--- config.mk ---
export PLATFORM = sky130hd
export DESIGN_NAME = flash_self_rewrite_ctrl
export DESIGN_NICKNAME = d
export VERILOG_FILES = /design/src/design/flash_self_rewrite_pkg.sv /design/src/design/flash_self_rewrite_ctrl.sv
export VERILOG_INCLUDE_DIRS = /design/src /design/src/design
export SDC_FILE = /design/constraint.sdc
export NUM_CORES = 1
export LEC_CHECK = 0
export ABC_AREA = 1
export BUFFER_PORTS_ARGS = -buffer_cell sky130_fd_sc_hd__buf_4
export CAP_MARGIN = 20
export CORE_ASPECT_RATIO = 0.7
export CORE_MARGIN = 3
export CORE_UTILIZATION = 45
export DETAILED_ROUTE_END_ITERATION = 8
export GPL_ROUTABILITY_DRIVEN = 0
export PLACE_DENSITY = 0.78
export SLEW_MARGIN = 20
export SYNTH_ARGS = -nofsm -noshare
export SYNTH_HDL_FRONTEND = slang
export SYNTH_SLANG_ARGS = --single-unit
--- constraint.sdc ---
create_clock -name clk_i -period 1.9 [get_ports clk_i]
set_input_delay 0 -clock clk_i [delete_from_list [all_inputs] [get_ports clk_i]]
set_output_delay 0 -clock clk_i [all_outputs]
set_load 0.02 [all_outputs]
--- src/design/flash_self_rewrite_defines.svh ---
// What this block does
// - Address bit 0 stays zero, unwritable
// - Upper byte plus segment selects target
// - High data byte write starts word program
// - CPU stalled during word program
// - Peripherals run, interrupts held while busy
// - Control bit 0 starts block erase, wins
// - Control bit 1 alone starts sector erase
// - Erase bits self-clear at end; write-only
// - CPU stalled during erase
// - Key pair arms exactly one operation
// - Other instructions between key writes allowed
// - Wrong second key discards partial unlock
// - Only segment code 10 is valid
// - Self-rewrite enable bit gates function
// - Sector erase clears 512-byte region
// - Block erase clears all four regions
// - Protect bits sticky, block region operations
// - No rewrite without high-speed clock
`ifndef FLASH_SELF_REWRITE_DEFINES_SVH
`define FLASH_SELF_REWRITE_DEFINES_SVH
`define OFS_ADDR_LO 16'hF0E0
`define OFS_ADDR_HI 16'hF0E1
`define OFS_DATA_LO 16'hF0E2
`define OFS_DATA_HI 16'hF0E3
`define OFS_ERASE_CTL 16'hF0E4
`define OFS_UNLOCK_KEY 16'hF0E5
`define OFS_SEGMENT 16'hF0E6
`define OFS_SELF_EN 16'hF0E7
`define OFS_PROTECT 16'hF0E8
`define RST_BYTE 8'h00
`define RST_SEG 2'h0
`define RST_PROT 4'h0
`define KEY_FIRST 8'hFA
`define KEY_SECOND 8'hF5
`define SEG_VALID 2'h2
`define BIT_BLOCK_ERASE 0
`define BIT_SECTOR_ERASE 1
`define BIT_SELF_ON 0
`endif

--- src/design/flash_self_rewrite_pkg.sv ---
package flash_self_rewrite_pkg;
  typedef enum logic [1:0] {
    ST_IDLE = 2'h0,
    ST_RUN = 2'h1,
    ST_END = 2'h3
  } state_t;
  typedef enum logic [1:0] {
    OP_NONE = 2'h0,
    OP_PROG = 2'h1,
    OP_SECTOR = 2'h2,
    OP_BLOCK = 2'h3
  } op_t;
  typedef struct packed {
    logic [7:0] addr_lo;
    logic [7:0] addr_hi;
    logic [7:0] data_lo;
    logic [7:0] data_hi;
    logic [1:0] seg;
    logic self_on;
    logic [3:0] protect;
    logic key_half;
    logic armed;
    logic [1:0] erase_ctl;
    op_t op;
    state_t state;
    logic req;
    logic stall;
    logic hold;
    logic [7:0] rdata;
  } ctrl_state_t;
endpackage

--- src/design/flash_self_rewrite_ctrl.sv ---
`timescale 1ns/100ps
`default_nettype none
`include "flash_self_rewrite_defines.svh"
module flash_self_rewrite_ctrl (
  input wire logic clk_i,
  input wire logic reset_i,
  input wire logic ce_i,
  input wire logic [15:0] sfr_addr_i,
  input wire logic sfr_wr_i,
  input wire logic sfr_rd_i,
  input wire logic [7:0] sfr_wdata_i,
  output logic [7:0] sfr_rdata_o,
  input wire logic high_speed_clk_i,
  input wire logic flash_done_i,
  output logic flash_req_o,
  output logic [1:0] flash_op_o,
  output logic [1:0] flash_seg_o,
  output logic [15:0] flash_addr_o,
  output logic [15:0] flash_wdata_o,
  output logic cpu_stall_o,
  output logic irq_hold_o
);
  flash_self_rewrite_pkg::ctrl_state_t r;
  flash_self_rewrite_pkg::ctrl_state_t next_r;
  logic wr_ok;
  logic target_ok;
  logic region_free;
  logic start_prog;
  logic start_block;
  logic start_sector;
  logic [1:0] region;

  assign wr_ok = sfr_wr_i &&
    (r.state == flash_self_rewrite_pkg::ST_IDLE);
  assign region = r.addr_hi[2:1];
  assign region_free = !r.protect[region];
  // Common permission for every trigger
  assign target_ok = r.self_on && r.armed && high_speed_clk_i &&
    (r.seg == `SEG_VALID) && (r.addr_hi[7:3] == 5'h00);
  assign start_prog = wr_ok && (sfr_addr_i == `OFS_DATA_HI) &&
    target_ok && region_free;
  assign start_block = wr_ok && (sfr_addr_i == `OFS_ERASE_CTL) &&
    sfr_wdata_i[`BIT_BLOCK_ERASE] && target_ok &&
    (r.protect == 4'h0);
  assign start_sector = wr_ok && (sfr_addr_i == `OFS_ERASE_CTL) &&
    !sfr_wdata_i[`BIT_BLOCK_ERASE] &&
    sfr_wdata_i[`BIT_SECTOR_ERASE] && target_ok &&
    region_free;

  always_comb begin
    next_r = r;
    if (sfr_rd_i) begin
      unique case (sfr_addr_i)
        `OFS_ADDR_LO: next_r.rdata = r.addr_lo;
        `OFS_ADDR_HI: next_r.rdata = r.addr_hi;
        `OFS_DATA_LO: next_r.rdata = r.data_lo;
        `OFS_DATA_HI: next_r.rdata = r.data_hi;
        `OFS_SEGMENT: next_r.rdata = {6'h00, r.seg};
        `OFS_SELF_EN: next_r.rdata = {7'h00, r.self_on};
        `OFS_PROTECT: next_r.rdata = {4'h0, r.protect};
        default: next_r.rdata = 8'h00;
      endcase
    end
    if (wr_ok) begin
      unique case (sfr_addr_i)
        `OFS_ADDR_LO: next_r.addr_lo = {sfr_wdata_i[7:1], 1'h0};
        `OFS_ADDR_HI: next_r.addr_hi = sfr_wdata_i;
        `OFS_DATA_LO: next_r.data_lo = sfr_wdata_i;
        `OFS_DATA_HI: next_r.data_hi = sfr_wdata_i;
        `OFS_SEGMENT: next_r.seg = sfr_wdata_i[1:0];
        `OFS_SELF_EN: next_r.self_on = sfr_wdata_i[`BIT_SELF_ON];
        `OFS_PROTECT: next_r.protect = r.protect | sfr_wdata_i[3:0];
        `OFS_UNLOCK_KEY: begin
          if (sfr_wdata_i == `KEY_FIRST) begin
            next_r.key_half = 1'h1;
          end else if (r.key_half && sfr_wdata_i == `KEY_SECOND) begin
            next_r.key_half = 1'h0;
            next_r.armed = 1'h1;
          end else begin
            next_r.key_half = 1'h0;
          end
        end
        `OFS_ERASE_CTL: next_r.armed = 1'h0;
        default: next_r.rdata = next_r.rdata;
      endcase
      if (sfr_addr_i == `OFS_DATA_HI) begin
        next_r.armed = 1'h0;
      end
    end
    unique case (r.state)
      flash_self_rewrite_pkg::ST_IDLE: begin
        if (start_block) begin
          next_r.op = flash_self_rewrite_pkg::OP_BLOCK;
          next_r.erase_ctl = 2'h1;
        end else if (start_sector) begin
          next_r.op = flash_self_rewrite_pkg::OP_SECTOR;
          next_r.erase_ctl = 2'h2;
        end else if (start_prog) begin
          next_r.op = flash_self_rewrite_pkg::OP_PROG;
        end
        if (start_block || start_sector || start_prog) begin
          next_r.state = flash_self_rewrite_pkg::ST_RUN;
          next_r.req = 1'h1;
        end
      end
      flash_self_rewrite_pkg::ST_RUN: begin
        if (flash_done_i) begin
          next_r.state = flash_self_rewrite_pkg::ST_END;
          next_r.req = 1'h0;
          next_r.erase_ctl = 2'h0;
        end
      end
      flash_self_rewrite_pkg::ST_END: begin
        next_r.state = flash_self_rewrite_pkg::ST_IDLE;
        next_r.op = flash_self_rewrite_pkg::OP_NONE;
      end
      default: begin
        next_r.state = flash_self_rewrite_pkg::ST_IDLE;
        next_r.req = 1'h0;
      end
    endcase
    next_r.stall = (next_r.state != flash_self_rewrite_pkg::ST_IDLE);
    next_r.hold = next_r.stall;
  end

  always_ff @(posedge clk_i) begin
    if (reset_i) begin
      r.addr_lo <= `RST_BYTE;
      r.addr_hi <= `RST_BYTE;
      r.data_lo <= `RST_BYTE;
      r.data_hi <= `RST_BYTE;
      r.seg <= `RST_SEG;
      r.self_on <= 1'h0;
      r.protect <= `RST_PROT;
      r.key_half <= 1'h0;
      r.armed <= 1'h0;
      r.erase_ctl <= 2'h0;
      r.op <= flash_self_rewrite_pkg::OP_NONE;
      r.state <= flash_self_rewrite_pkg::ST_IDLE;
      r.req <= 1'h0;
      r.stall <= 1'h0;
      r.hold <= 1'h0;
      r.rdata <= `RST_BYTE;
    end else if (ce_i) begin
      r <= next_r;
    end
  end

  assign sfr_rdata_o = r.rdata;
  assign flash_req_o = r.req;
  assign flash_op_o = r.op;
  assign flash_seg_o = r.seg;
  assign flash_addr_o = {r.addr_hi, r.addr_lo};
  assign flash_wdata_o = {r.data_hi, r.data_lo};
  assign cpu_stall_o = r.stall;
  assign irq_hold_o = r.hold;
endmodule
`default_nettype wire

==> metrics <==
status=finished with violations; failing checks=negative hold slack; Clk Latency, worst-skew pair=approximately 0.32 ns; critical path class=flop to flop; Worst setup SP type=flop; crit path max fanout=14; row cnt=24; Worst Path Required=~2.1 ns; GRT Residual Overflow=0; Clock power frac=approximately 39%; synthesis-stage register bit count=54; DR vias/cell=around 5.1; min cycle time layout=approximately 1.7 ns; detailed-route via count=a little under 3000; Leak Pwr=1.47 nW; Routed Antenna Nets=0; Sequential Power Share=roughly 54%; RR Startpoint=r[11]$_SDFFE_PP0P_; worst setup margin=~0.19 ns; syn_area_per_cell=between 6 and 7 µm²; f_max=between 500 and 600 MHz; fin cells=582; Pwr Density=between 500 and 600 nW/µm²; die area=7950 µm²; Setup WS pre-CTS=-0.00208 ns; RSZ-0062 raised after global routing=no; total iterations of the first detailed-routing run=5; largest net degree at the start of global routing=39; Tcrit/Tclk final=between 90 and 100%; clk sinks=between 50 and 60; FF-to-FF End=flash_addr_o[4]$_SDFFE_PP0P_; Synth top area share=34.8%; n_diodes=0; sequential-to-total area share from yosys stat=34.8%; global-route wire length before repair=approximately 13000 µm; Total Power=2.11 mW; Avg WL per Cell=approximately 14 µm; worst hold slack=-0.000488 ns; Die H=75.5 µm; layout net count=approximately 520; Initial DRC Count=roughly 210; Root Buffer=clkbuf_8; Sw Share=24.3%; Max Clock Skew=around 0.0083 ns; placed cells=570; num ports=slightly below 80; Layout area overhead=15.7%; Max Cap Violations=0; H-tree depth=2; gr usage total=between 10% and 20%; Hold Path Class=input pin to flop; Clock Path Buffers=2; r2r worst-path depth=8; CTS tree=done; vias in the first global route=approximately 2700; cell internal pwr=around 1.6 mW; most frequent cells in the layout=nand2_1 (84), buf_4 (81), inv_1 (63), dfxtp_1 (54), a21oi_1 (52); reg-to-reg setup timing slack=around 0.19 ns; Pins Over Slew Limit=0; synth top area cells=dfxtp_1 (35%), buf_4 (11%), nand2_1 (10%); commonest non-fill, non-tap cell in the layout=nand2_1; hold path cells=3; initial antenna violation count=0; CP Data Arrival Time=~1.9 ns; final setup vio count=0; Clock transition at path regs=between 0.1 and 0.15 ns; Post-CTS Setup Inserts=0; layout cells sized above 1=between 20 and 25%; Detail Placement HPWL=~6200 µm; hold_sp=sfr_wdata_i[1]; post-synthesis instance total=roughly 460; DRC violations left=0; Post-Syn Nets=~500; Sw Pwr=between 500 and 600 µW; Critical Path Sink Type=flop; CORE AREA=6460 µm²; Syn. warnings=0; die width=around 110 µm; PortBufs=76; drt total wl=slightly above 8000 µm; number of buffers created by CTS=5; Post-Route Utilization=55.6%; Synth area leader=dfxtp_1; combinational share of power=8.0%; Worst Hold End=r[20]$_SDFFE_PP0P_; final hold vios=1; Peak VDD IR=about 0.33 mV; Post-Synthesis Cell Area=around 3100 µm²; starting density of the core=a little under 50%; Unique masters post-synth=32
## power by group through the flow
stage,logic (mW),clock network [mW],registers [mW]
after floorplan,0.0777,0,1.16
after global placement,0.155,0,1.16
after detailed placement,0.159,0,1.16
after CTS,0.166,0.824,1.13
after global routing,0.186,0.862,1.13
final,0.168,0.815,1.13
## per-stage QoR
stage	cell area [µm²]	TNS (ns)
after global placement	3420	0
after detailed placement	3420	-0.00208
after CTS	3580	0
final	3590	0
after global routing	3590	0
after floorplan	3100	0
## critical path: stages, from the launching register on
cell	delay [ns]
dfxtp_1	0.37
inv_1	0.08
ha_1	0.23
nand2_2	0.12
nor2_4	0.24
nand3_1	0.12
buf_4	0.20
o21ai_0	0.19
a21oi_1	0.06
## Yosys cell counts (all sizes together)
cell type and n:
clkbuf 9, o21ai 41, dfxtp 54, nand2 87, inv 66, nor3b 1, nand3 28, nor2 39
o22ai 4, o31ai 1, nand3b 1, a21oi 54, buf 50, and2 1, o2111ai 4, nor3 4
conb 1, nor4 2, ha 3, nand4 7
## registers in the layout, summed over array words and instances (netlist names)
signal / flops
flash_req_o: 1
irq_hold_o: 1
flash_wdata_o: 16
flash_addr_o: 15
sfr_rdata_o: 8
flash_seg_o: 2
flash_op_o: 2
r: 9
## logic make-up after synthesis
| logic type | Yosys count | synth area share (%) |
|---|---|---|
| AND/OR/NAND/NOR | 170 | 24.8 |
| buffers and inverters | 125 | 21.0 |
| AO/OA/AOI/OAI | 104 | 18.0 |
| flip-flops | 54 | 34.8 |
| adder cells (fa/ha/maj) | 3 | 1.21 |
| other | 1 | 0.121 |
## routing by layer
layer  part of all wire (%)  global-route usage (%)  up-vias
li1                       -                       -     1487
met3                    8.8                    3.47       10
met5                      0                       0        -
met4                   0.78                    3.64        0
met1                     45                    25.5     1322
met2                     45                    34.7      143
## worst max-delay path by stage
stage,startpoint,end,cells past startpoint
after global placement,r[12]$_SDFFE_PP0P_,flash_wdata_o[10]$_SDFFE_PP0P_,7
final,r[11]$_SDFFE_PP0P_,flash_addr_o[4]$_SDFFE_PP0P_,8
after floorplan,r[12]$_SDFFE_PP0P_,flash_wdata_o[5]$_SDFFE_PP0P_,8
after CTS,r[12]$_SDFFE_PP0P_,flash_addr_o[14]$_SDFFE_PP0P_,7
after detailed placement,r[12]$_SDFFE_PP0P_,flash_wdata_o[15]$_SDFFE_PP0P_,7
after global routing,r[11]$_SDFFE_PP0P_,irq_hold_o$_SDFFE_PP0P_,9
## area by class of cell
class	instances	area [µm²]
sequential	54	1080
clock inverter	3	48.8
fill	652	2870
multi-input combinational	278	1380
inverter	66	248
clock buffer	5	68.8
tap	91	114
timing repair buffer	85	648
## repair_timing
action | CTS | global route
hold endpoints to repair | 17 | 0
hold buffers | 4 | 0
resized for setup | 1 | 2
setup endpoints to repair | 1 | 10
(Power assumes the default switching activity.)
